$ cat config.mk
export PLATFORM = sky130hd
export DESIGN_NAME = core_alu_bit_skip_ops
export DESIGN_NICKNAME = d
export VERILOG_FILES = /design/src/rtl/core_alu_pkg.sv /design/src/rtl/core_alu_bit_skip_ops.sv
export SDC_FILE = /design/constraint.sdc
export NUM_CORES = 1
export LEC_CHECK = 0
export CORE_ASPECT_RATIO = 0.6
export CORE_UTILIZATION = 63
export DETAILED_ROUTE_END_ITERATION = 6
export DONT_BUFFER_PORTS = 1
export PLACE_DENSITY = 0.89
export SLEW_MARGIN = 20
export SYNTH_ARGS = -nofsm -noshare
export SYNTH_HDL_FRONTEND = slang
export SYNTH_SLANG_ARGS = --single-unit
export TNS_END_PERCENT = 1
$ cat constraint.sdc
create_clock -name ref_clk_i -period 4.11 [get_ports ref_clk_i]
set_input_delay 1.0275 -clock ref_clk_i [delete_from_list [all_inputs] [get_ports ref_clk_i]]
set_output_delay 1.0275 -clock ref_clk_i [all_outputs]
set_load 0.02 [all_outputs]
$ cat src/rtl/core_alu_pkg.sv
// constants, opcode fields and phase states of the core alu datapath
package core_alu_pkg;
   localparam int DATA_W = 8;
   localparam int ADDR_W = 7;
   localparam int INSTR_W = 14;
   localparam int BIT_IDX_W = 3;
   // field positions inside the instruction word
   localparam int DEST_POS = 7;
   localparam int BIT_IDX_LSB = 7;
   localparam int ADDR_LSB = 0;
   localparam int LIT_LSB = 0;
   // opcode fields, compared against the top bits of the word
   localparam logic [5:0] OPC_ADD_FILE = 6'h07;
   localparam logic [5:0] OPC_AND_FILE = 6'h05;
   localparam logic [6:0] OPC_CLEAR_FILE = 7'h03;
   localparam logic [3:0] OPC_BIT_CLEAR = 4'h4;
   localparam logic [3:0] OPC_BIT_SET = 4'h5;
   localparam logic [3:0] OPC_SKIP_CLEAR = 4'h6;
   localparam logic [3:0] OPC_SKIP_SET = 4'h7;
   localparam logic [4:0] OPC_ADD_LIT = 5'h1F;
   localparam logic [5:0] OPC_AND_LIT = 6'h39;
   // no-operation word, also what a discarded slot executes
   localparam logic [13:0] INSTR_NOP = 14'h0000;
   // reset values and the one-bit mask seed
   localparam logic [7:0] ACC_RST = 8'h00;
   localparam logic [7:0] DATA_ZERO = 8'h00;
   localparam logic [7:0] BIT_ONE = 8'h01;
   localparam logic [6:0] ADDR_RST = 7'h00;
   localparam logic FLAG_RST = 1'b0;
   // one instruction period is four clock phases
   typedef enum logic [3:0] {
      PH_FETCH = 4'h1,
      PH_READ = 4'h2,
      PH_EXEC = 4'h4,
      PH_WRITE = 4'h8
   } phase_t;
endpackage

$ cat src/rtl/core_alu_bit_skip_ops.sv
// execution datapath: add/and, bit set/clear, clear file and bit-test skip
// Operation
// - add_literal_to_acc adds literal to accumulator, updates spill, half carry, nil
// - and_acc_with_file ANDs accumulator with addressed file register, nil only
// - add_acc_to_file adds accumulator and file register, updates all three flags
// - destination bit 0 writes accumulator, 1 writes back file register
// - clear_bit_in_file zeroes indexed bit, other bits and flags untouched
// - set_bit_in_file sets indexed bit, other bits and flags untouched
// - and_literal_with_acc ANDs literal into accumulator, nil only
// - skip_if_bit_set discards next instruction as no-op when bit is one
// - skip_if_bit_clear discards next instruction as no-op when bit is zero
// - unmet skip test lets next instruction run, flags unchanged
// - clear_file writes zero to file register and sets nil
// - instruction period is four clocks; skip gives no-op second period
// - port registers use sensed pin values as operand
`timescale 1ns/1ps
`default_nettype none
module core_alu_bit_skip_ops (
   // clock and reset
   input wire logic ref_clk_i,
   input wire logic rst_i,
   // instruction from the sequencer
   input wire logic instr_valid_i,
   input wire logic [core_alu_pkg::INSTR_W-1:0] instr_i,
   // file register space
   output logic [core_alu_pkg::ADDR_W-1:0] file_addr_o,
   input wire logic [core_alu_pkg::DATA_W-1:0] file_rd_data_i,
   input wire logic file_is_port_i,
   input wire logic [core_alu_pkg::DATA_W-1:0] pin_data_i,
   output logic file_wr_o,
   output logic [core_alu_pkg::DATA_W-1:0] file_wr_data_o,
   // accumulator and flags
   output logic [core_alu_pkg::DATA_W-1:0] acc_o,
   output logic bit7_spill_o,
   output logic half_carry_flag_o,
   output logic nil_result_o,
   // sequencing
   output logic [3:0] phase_o,
   output logic nop_slot_o
);
   import core_alu_pkg::*;

   phase_t phase_q;
   phase_t phase_d;
   logic [INSTR_W-1:0] instr_q;
   logic [ADDR_W-1:0] addr_q;
   logic [DATA_W-1:0] operand_q;
   logic [DATA_W-1:0] acc_q;
   logic spill_q;
   logic half_q;
   logic nil_q;
   logic wr_q;
   logic [DATA_W-1:0] wr_data_q;
   logic nop_slot_q;

   // phase divider: one instruction period every four clocks
   always_comb begin
      case (phase_q)
         PH_FETCH: phase_d = PH_READ;
         PH_READ: phase_d = PH_EXEC;
         PH_EXEC: phase_d = PH_WRITE;
         PH_WRITE: phase_d = PH_FETCH;
         default: phase_d = PH_FETCH;
      endcase
   end

   wire fetch_en = (phase_q == PH_FETCH);
   wire capture_en = (phase_q == PH_EXEC);
   wire commit_en = (phase_q == PH_WRITE);

   // a discarded slot loads the no-op word instead of the offered one
   wire take_instr = instr_valid_i && !nop_slot_q;
   wire [INSTR_W-1:0] fetch_word = take_instr ? instr_i : INSTR_NOP;

   // decode
   wire is_add_file = (instr_q[13:8] == OPC_ADD_FILE);
   wire is_and_file = (instr_q[13:8] == OPC_AND_FILE);
   wire is_clear_file = (instr_q[13:7] == OPC_CLEAR_FILE);
   wire is_bit_clear = (instr_q[13:10] == OPC_BIT_CLEAR);
   wire is_bit_set = (instr_q[13:10] == OPC_BIT_SET);
   wire is_skip_clear = (instr_q[13:10] == OPC_SKIP_CLEAR);
   wire is_skip_set = (instr_q[13:10] == OPC_SKIP_SET);
   wire is_add_lit = (instr_q[13:9] == OPC_ADD_LIT);
   wire is_and_lit = (instr_q[13:8] == OPC_AND_LIT);

   wire dest_file = instr_q[DEST_POS];
   wire [BIT_IDX_W-1:0] bit_idx = instr_q[BIT_IDX_LSB +: BIT_IDX_W];
   wire [DATA_W-1:0] literal = instr_q[LIT_LSB +: DATA_W];
   wire is_lit = is_add_lit || is_and_lit;
   wire is_add = is_add_lit || is_add_file;
   wire is_and = is_and_lit || is_and_file;
   wire is_file_alu = is_add_file || is_and_file;

   // port registers read back what the pins show, not the latch
   wire [DATA_W-1:0] sensed = file_is_port_i ? pin_data_i : file_rd_data_i;

   // arithmetic and logic
   wire [DATA_W-1:0] opnd = is_lit ? literal : operand_q;
   wire [DATA_W:0] sum9 = {1'b0, acc_q} + {1'b0, opnd};
   wire [4:0] low5 = {1'b0, acc_q[3:0]} + {1'b0, opnd[3:0]};
   wire [DATA_W-1:0] and_res = acc_q & opnd;
   wire [DATA_W-1:0] bit_mask = BIT_ONE << bit_idx;
   wire [DATA_W-1:0] clr_res = operand_q & ~bit_mask;
   wire [DATA_W-1:0] set_res = operand_q | bit_mask;
   wire [DATA_W-1:0] result = is_add ? sum9[DATA_W-1:0] :
                              is_and ? and_res :
                              is_bit_clear ? clr_res :
                              is_bit_set ? set_res : DATA_ZERO;

   // destination steering
   wire wr_file = (is_file_alu && dest_file) || is_bit_clear || is_bit_set || is_clear_file;
   wire wr_acc = is_lit || (is_file_alu && !dest_file);
   // bit ops and skip tests never touch flags
   wire upd_nil = is_add || is_and || is_clear_file;
   wire upd_carry = is_add;
   wire nil_d = is_clear_file ? 1'b1 : (result == DATA_ZERO);

   // skip decision
   wire tested_bit = operand_q[bit_idx];
   wire skip_hit = (is_skip_set && tested_bit) || (is_skip_clear && !tested_bit);

   always_ff @(posedge ref_clk_i) begin
      if (rst_i) begin
         phase_q <= PH_FETCH;
         instr_q <= INSTR_NOP;
         addr_q <= ADDR_RST;
         operand_q <= DATA_ZERO;
      end else begin
         phase_q <= phase_d;
         if (fetch_en) begin
            instr_q <= fetch_word;
            addr_q <= fetch_word[ADDR_LSB +: ADDR_W];
         end
         if (capture_en) begin
            operand_q <= sensed;
         end
      end
   end

   always_ff @(posedge ref_clk_i) begin
      if (rst_i) begin
         acc_q <= ACC_RST;
         spill_q <= FLAG_RST;
         half_q <= FLAG_RST;
         nil_q <= FLAG_RST;
      end else if (commit_en) begin
         if (wr_acc) begin
            acc_q <= result;
         end
         if (upd_carry) begin
            spill_q <= sum9[DATA_W];
            half_q <= low5[4];
         end
         if (upd_nil) begin
            nil_q <= nil_d;
         end
      end
   end

   // write strobe lasts one clock; the skip marks the whole next period
   always_ff @(posedge ref_clk_i) begin
      if (rst_i) begin
         wr_q <= 1'b0;
         wr_data_q <= DATA_ZERO;
         nop_slot_q <= 1'b0;
      end else begin
         wr_q <= commit_en && wr_file;
         if (commit_en) begin
            wr_data_q <= result;
            nop_slot_q <= skip_hit;
         end
      end
   end

   assign file_addr_o = addr_q;
   assign file_wr_o = wr_q;
   assign file_wr_data_o = wr_data_q;
   assign acc_o = acc_q;
   assign bit7_spill_o = spill_q;
   assign half_carry_flag_o = half_q;
   assign nil_result_o = nil_q;
   assign phase_o = phase_q;
   assign nop_slot_o = nop_slot_q;

   // expected values rebuilt apart from the adder's own carry chain
   wire [DATA_W-1:0] chk_add_lit = DATA_W'(acc_q + literal);
   wire [DATA_W-1:0] chk_and_lit = acc_q & literal;
   wire [DATA_W-1:0] chk_add_file = DATA_W'(acc_q + operand_q);
   wire chk_c7 = (acc_q[7] && opnd[7]) || ((acc_q[7] || opnd[7]) && !sum9[7]);
   wire chk_c3 = (acc_q[3] && opnd[3]) || ((acc_q[3] || opnd[3]) && !sum9[3]);
endmodule
`default_nettype wire

Yosys cells after proc, flatten, opt, wreduce, memory -nomap -nowiden --
Cells that the tools add are included.
Word-level totals: register bits 54, latch bits 0, RAM bits 0, memory bits (read-only) 0, bits of input ports 34, output and inout bits 32, logic and storage cells 67, memories kept 0
Cells by class: add/subtract/negate cells 2, $mul 0, div/mod/pow operators 0, magnitude comparators 1, eq/ne operators 13, shifts and indexed selects 1, muxes and demuxes 11, bitwise gates (word level) 4, reductions and logical operators 24
Operator list (count):
- $mux W8 | 6
- $eq A4 B3 Y1 const B | 5
- $and A8 B8 Y8 | 2
- $mux W14 | 1
- $eq A6 B3 Y1 const B | 2
- $pmux W4 S3 | 1
- $logic_or A1 B1 Y1 | 11
- $add A8 B8 Y9 | 1
- $logic_not A8 Y1 | 1
- $not A8 Y8 | 1
- $or A8 B8 Y8 | 1
- $shl A1 B3 Y8 const A | 1
- $eq A7 B2 Y1 const B | 1
- $eq A6 B6 Y1 const B | 1
- $logic_and A1 B1 Y1 | 6
- $reduce_and A2 Y1 | 3
- $add A4 B4 Y5 | 1
- $eq A5 B5 Y1 const B | 1
- $eq A4 B1 Y1 const B | 1
- $eq A4 B2 Y1 const B | 1
- $eq A4 B4 Y1 const B | 1
- $lt A3 B4 Y1 const B | 1
- $bmux W1 S3 | 1
- $logic_not A1 Y1 | 3
- $mux W1 | 2

Longest topological paths before layout --
Gate-level depths: netlist of run 1.
depth in word-level cells 8, mapped depth 13

Worst setup path after synthesis of run 1 --
No wires, ideal clock.
path type reg-to-reg, start point register instr_q[9], end point register nil_q, in the netlist nil_result_o, library setup time 96 ps, arrival 3319 ps, setup slack 695 ps, cell stages (with the launch flop) 14, buffers on the path 2, cell sequence dfxtp_1 clkbuf_1 nand2_1 a21o_1 buf_2 mux2_1 ha_1 fa_1 nand3_1 nand2_1 xor2_1 a222oi_1 or4b_1 o41ai_2
Between the ends: cells in the longest elaborated chain, start to end 8, elaborated cells between the ends (all ways) 24
RTL lines:
- start, declared | RTL line core_alu_bit_skip_ops.sv:45 | logic [INSTR_W-1:0] instr_q;
- start signal, assigned | RTL line core_alu_bit_skip_ops.sv:131 | instr_q <= fetch_word;
- branches (longest 8 deep; another with $add A8 B8 Y9)
- end signal, assigned | RTL line core_alu_bit_skip_ops.sv:155 | nil_q <= nil_d;
- end, declared | RTL line core_alu_bit_skip_ops.sv:51 | logic nil_q;
Several ways; the timed one is not identified. A chain may end at the register's enable or synchronous reset.

Worst setup path after layout of run 1 --
start point register instr_q[10], end point register nil_q, in the netlist nil_result_o
Between the ends: cells in the longest elaborated chain, start to end 8, elaborated cells between the ends (all ways) 22
RTL lines:
- branches (longest 8 deep; another with $add A8 B8 Y9)
Several ways; the timed one is not identified.

==> results of run 1 <==
final cells by class:
cell class                 count  area share
multi-input combinational    205       0.579
sequential                    47       0.347
clock buffer                   6      0.0305
tap                           57      0.0263
timing repair buffer           3     0.00831
inverter                       5     0.00692
clock inverter                 1     0.00185
power groups by stage:
stage          Combinational [mW]  Sequential [mW]  Clock (mW)
3_5_place_dp               0.0961            0.549           0
3_3_place_gp               0.0943            0.546           0
6_report                   0.0987            0.539       0.281
2_1_floorplan               0.121            0.514           0
5_1_grt                     0.108            0.543       0.305
4_1_cts                    0.0973            0.538       0.283
flip-flops by register name (all words and copies together) (netlist names):
signal and flops:
file_wr_data_o 8, file_wr_o 1, nop_slot_o 1, half_carry_flag_o 1, instr_q 14, phase_o 4, acc_o 8, bit7_spill_o 1
operand_q 8, nil_result_o 1
worst min path at each step:
| stage | depth (start not counted) | endpoint |
|---|---|---|
| final | 2 | operand_q[1] |
| after global routing | 2 | operand_q[1] |
| after CTS | 2 | operand_q[1] |
| after detailed placement | 2 | operand_q[1] |
| after global placement | 2 | operand_q[5] |
| after floorplan | 1 | instr_q[0] |
metal layers:
metal / share of wire / global-route usage
met4: 0.014 / 0.106
met2: 0.41 / 0.415
met3: 0.11 / 0.0866
met1: 0.47 / 0.407
met5: 0 / 0
worst max-delay path, delay by kind of cell (launching register included):
family                     cells  cell delay (ns)
AOI/OAI and AO/OA              3             0.99
xor gates and xnor gates       1             0.17
adders and majority gates      2             0.66
DFF                            1             0.46
muxes                          1             0.37
and+or+nand+nor                4             1.16
cells in the final DEF (no fill, tap or decap), drive strengths merged, types with 4 or more instances in the layout:
| cell | count |
|---|---|
| a21oi | 13 |
| o21ai | 7 |
| nand3 | 4 |
| a21o | 6 |
| clkbuf | 6 |
| mux2 | 11 |
| mux2i | 19 |
| nor2 | 31 |
| nor3 | 6 |
| nand2 | 10 |
| ha | 10 |
| inv | 5 |
| a211oi | 20 |
| dfxtp | 47 |
| a22o | 14 |
synthesized netlist by cell type (all sizes together) (6+ instances only):
library cell  count
nor3              6
nor2             31
a21oi            13
ha               10
mux2i            19
a211oi           20
nand2            10
o21ai             7
a21o              6
mux2             11
a22o             14
dfxtp            47
buf              14
clkbuf           15
kinds of logic (layout without fill, tap and decap cells):
logic type,Yosys count,count (layout),share of synthesized area
buffers and inverters,34,15,0.0638
xor gates and xnor gates,5,5,0.0164
AOI/OAI and AO/OA,79,79,0.221
DFF,47,47,0.353
and+or+nand+nor,78,78,0.153
adders and majority gates,11,11,0.0544
muxes,32,32,0.139
stage by stage:
stage	hold slack [ns]	setup WS [ns]	cells	area [µm²]	util
after floorplan	0.466	0.695	286	2670	-
after global placement	0.520	0.490	317	2620	0.682
after global routing	0.569	0.0345	324	2710	0.704
after detailed placement	0.529	0.301	317	2620	0.682
final	0.541	0.233	324	2710	0.704
after CTS	0.540	0.262	324	2710	0.704
==> flow_summary.yaml, run 1 <==
floorplanning:
  fp.dieArea_um2: 4510
  start_util: 0.693
  std_cell_rows: 17
  die_y_um: 52.4
  ioPinCount: 66
  core_um2: 3850
  fp.dieW_um: 86.0
worst_setup_path:
  r2r_slack_ns: 0.23
  critPathMaxStageDelay_ns: 0.49
  end_kind: "flip-flop"
  cpMaxStageDelayCell: "or4b_1"
  cp.arrival_ns: 4.09
  cp-endpoint: "nil_result_o"
  critPathKind: "reg2reg"
  startpoint: "instr_q[10]"
  path_cells: "or3b_1 -> a21o_1 -> mux2_1 -> ha_1 -> fa_1 -> nand3_1 -> nand2_1 -> xor2_1 -> a222oi_1 -> or4b_1 -> o41ai_2"
  required_ns: 4.32
  reg2reg_depth: 11
  crit_fanout: 15
  cp-start-kind: "flip-flop"
  reg2reg_to: "nil_result_o"
  r2r-start: "instr_q[10]"
global_route:
  grt_pass1_vias: 1918
  antenna_found_initial: 0
  grt_max_degree: 35
  grt_usage: 0.289
  grt-ovfl-total: 0
  grt_pass1_wl_um: 9620
power:
  switching_share: 0.283
  p_leak_nw: 1.08
  combPwrFrac: 0.107
  power_density_nw_per_um2: 339
  ir_drop_mv: 0.211
  internal_power_uw: 659
  seq_power_share: 0.586
  p_total_uw: 919
  clockPowerShare: 0.306
  switchingPower_uw: 260
timing:
  tightest_slew_ns: 0.921
  max_freq_mhz: 258
  period_minus_slack_ns: 3.88
  rsz0062_at_grt: "no"
  setup_viol: 0
  period_share: 0.943
  fin_tns_setup_ns: 0
  fin_worst_skew_ns: 0.00738
  hold_violations: 0
  slew_violations: 0
  slew-limit-headroom: 0.384
routing:
  drtAntennaViolNets: 0
  post_drt_wl_per_cell_um: 18.8
  viasPerCell: 6.62
  wl_um: 6090
  vias: 2146
  drt_iter0_markers: 132
  drcViolationCount: 0
  first_pass_iters: 4
worst_hold_path:
  hp-start: "operand_q[1]"
  holdCritPathClass: "reg2reg"
finish:
  area_growth_pct: 1.59
  fill_cells: 299
  nets: 312
  register_area_um2: 941
  drive_above_1_share: 0.0637
  diodes: 0
  multi_input_area_um2: 1570
placed_design:
  hpwl_um: 4530
  io_buffers: 0
  gp_congestion: 1.02
clock_network:
  clkLatencyLatePin_ns: 0.30
  cts_tree: "done"
  clkTransAtPathRegs_ns: 0.08
  root_buffer: "clkbuf_8"
  cts.sinks: 47
  htreeDepth: 2
  cts-resized-gates: 0
  cts_buffer_depth: 2
  postCtsSetupBuffers: 0
  cts_hold_buf: 0
  numCtsBuffers: 5
synth:
  synth-seq-area-share: 0.353
  syn-instance-count: 286
  synth_seq_cells: 47
  synth_fp_nets: 331
  netlist_area_um2: 2670
  synth_flop_cell: "dfxtp_1"
  synth_top_area_share: 0.353
  syn_area_per_cell_um2: 9.33
  yosysTopAreaCell: "dfxtp_1"
  ys_types: 55
  synth_area_leaders: "dfxtp_1 (35%), mux2i_1 (7.1%), a211oi_1 (5.6%)"
  synthArstFlopShare: 0
  yosysWarnings: 0
  synth_edf_count: 0
outcome:
  status: "finished clean"
job:
  drv_cap: 0
No activity file was read; power rests on OpenSTA's default activity.
==> run 2, diff against run 1 <==
--- a/config.mk
+++ b/config.mk
@@ -9,7 +9,7 @@
 export CORE_UTILIZATION = 63
 export DETAILED_ROUTE_END_ITERATION = 6
 export DONT_BUFFER_PORTS = 1
-export PLACE_DENSITY = 0.89
+export PLACE_DENSITY = 0.76
 export SLEW_MARGIN = 20
 export SYNTH_ARGS = -nofsm -noshare
 export SYNTH_HDL_FRONTEND = slang
==> flow_summary.yaml, run 2 (synthesis gave the netlist of run 1 again) <==
timing:
  setup_viol: 0
  hold_slack_ns: 0.537
  period_minus_slack_ns: 3.87
  fin_ws_ns: 0.240
  tightest_slew_ns: 0.972
  slew_violations: 0
  hold_violations: 0
  rsz0062_at_grt: "no"
  fin_tns_setup_ns: 0
  max_freq_mhz: 258
  slew-limit-headroom: 0.349
  period_share: 0.941
  fin_worst_skew_ns: 0.00825
global_route:
  antenna_found_initial: 0
  grt_pass1_vias: 1866
  grt_usage: 0.288
  grt_max_degree: 35
  grt-ovfl-total: 0
  grt_pass1_wl_um: 9670
clock_network:
  root_buffer: "clkbuf_8"
  cts_buffer_depth: 2
  cts_tree: "done"
  htreeDepth: 2
  clkTransAtPathRegs_ns: 0.09
  cts_hold_buf: 0
  cts.sinks: 47
  cts-resized-gates: 0
  postCtsSetupBuffers: 0
  clkLatencyLatePin_ns: 0.31
  numCtsBuffers: 5
finish:
  largest_register_ffs: 14
  final_area_um2: 2740
  fill_cells: 317
  nets: 312
  regMostFlops: "instr_q"
  diodes: 0
  final_cell_mix: "dfxtp_1 (47), nor2_1 (31), a211oi_1 (20)"
  drive_above_1_share: 0.0672
  layout.cells.non_filler: 325
  final_common_cell: "dfxtp_1"
  finish.utilization: 0.711
  area_growth_pct: 2.53
job:
  drv_cap: 0
placed_design:
  hpwl_um: 4560
  io_buffers: 0
  placed_area_um2: 2620
  gp_congestion: 0.887
  place_inst: 317
  pre_cts_slack_ns: 0.314
worst_hold_path:
  holdCritPathClass: "reg2reg"
  hp-start: "operand_q[2]"
worst_setup_path:
  startpoint: "instr_q[10]"
  critPathKind: "reg2reg"
  cp-start-kind: "flip-flop"
  r2r-start: "instr_q[10]"
  crit_fanout: 15
  end_kind: "flip-flop"
  required_ns: 4.33
  cp.arrival_ns: 4.09
routing:
  drt_iter0_markers: 142
  drtAntennaViolNets: 0
  vias: 2120
  post_drt_wl_per_cell_um: 18.9
  drcViolationCount: 0
  viasPerCell: 6.52
  first_pass_iters: 4
  wl_um: 6140
floorplanning:
  fp.dieW_um: 86.0
  ioPinCount: 66
  core_um2: 3850
  std_cell_rows: 17
  start_util: 0.693
  die_y_um: 52.4
  fp.dieArea_um2: 4510
outcome:
  status: "finished clean"
power:
  power_density_nw_per_um2: 358
  p_leak_nw: 1.09
  ir_drop_mv: 0.216
  p_total_uw: 980
[run 2: changes by cell type in the layout (fill, tap and decap cells not counted), sizes merged]
cell and delta:
clkinv +1, bufinv +1, clkbuf -1
[run 2: power by group]
group          internal, mW  total (mW)  leakage, nW  switching, mW
Combinational        0.0473      0.0990        0.648         0.0517
Clock                 0.181       0.343       0.0581          0.162
Sequential            0.480       0.538        0.381         0.0583
Total                 0.708       0.980         1.09          0.272
[run 2: final timing paths]
| kind | endpoint | cells past startpoint | slack [ns] |
|---|---|---|---|
| setup / recovery | nil_result_o | 11 | 0.24 |
| hold / removal | operand_q[2] | 2 | 0.54 |
| setup reg to reg | nil_result_o | 11 | 0.24 |
| hold reg to reg | operand_q[2] | 2 | 0.54 |
[run 2: critical path, stage by stage, from the launching register on]
cell	delay [ns]
dfxtp_1	0.46
or3b_1	0.44
a21o_1	0.35
mux2_1	0.37
ha_1	0.24
fa_1	0.44
nand3_1	0.09
nand2_1	0.10
xor2_1	0.15
a222oi_1	0.43
or4b_1	0.51
o41ai_2	0.19
[run 2: routing by layer]
metal  up-vias  wire [µm]  track usage  part of all wire
met4         0         50       0.0667            0.0081
met1      1005       3090        0.436              0.50
met5         -          0            0                 0
li1       1017          -            -                 -
met2        89       2460        0.401              0.40
met3         9        542       0.0740             0.088
[run 2: final cells by class]
type	instances	area, µm²	area share
clock buffer	5	68.8	0.0251
clock inverter	3	43.8	0.0160
inverter	5	18.8	0.00686
multi-input combinational	205	1570	0.574
sequential	47	941	0.344
tap	57	71.3	0.0261
timing repair buffer	3	22.5	0.00823
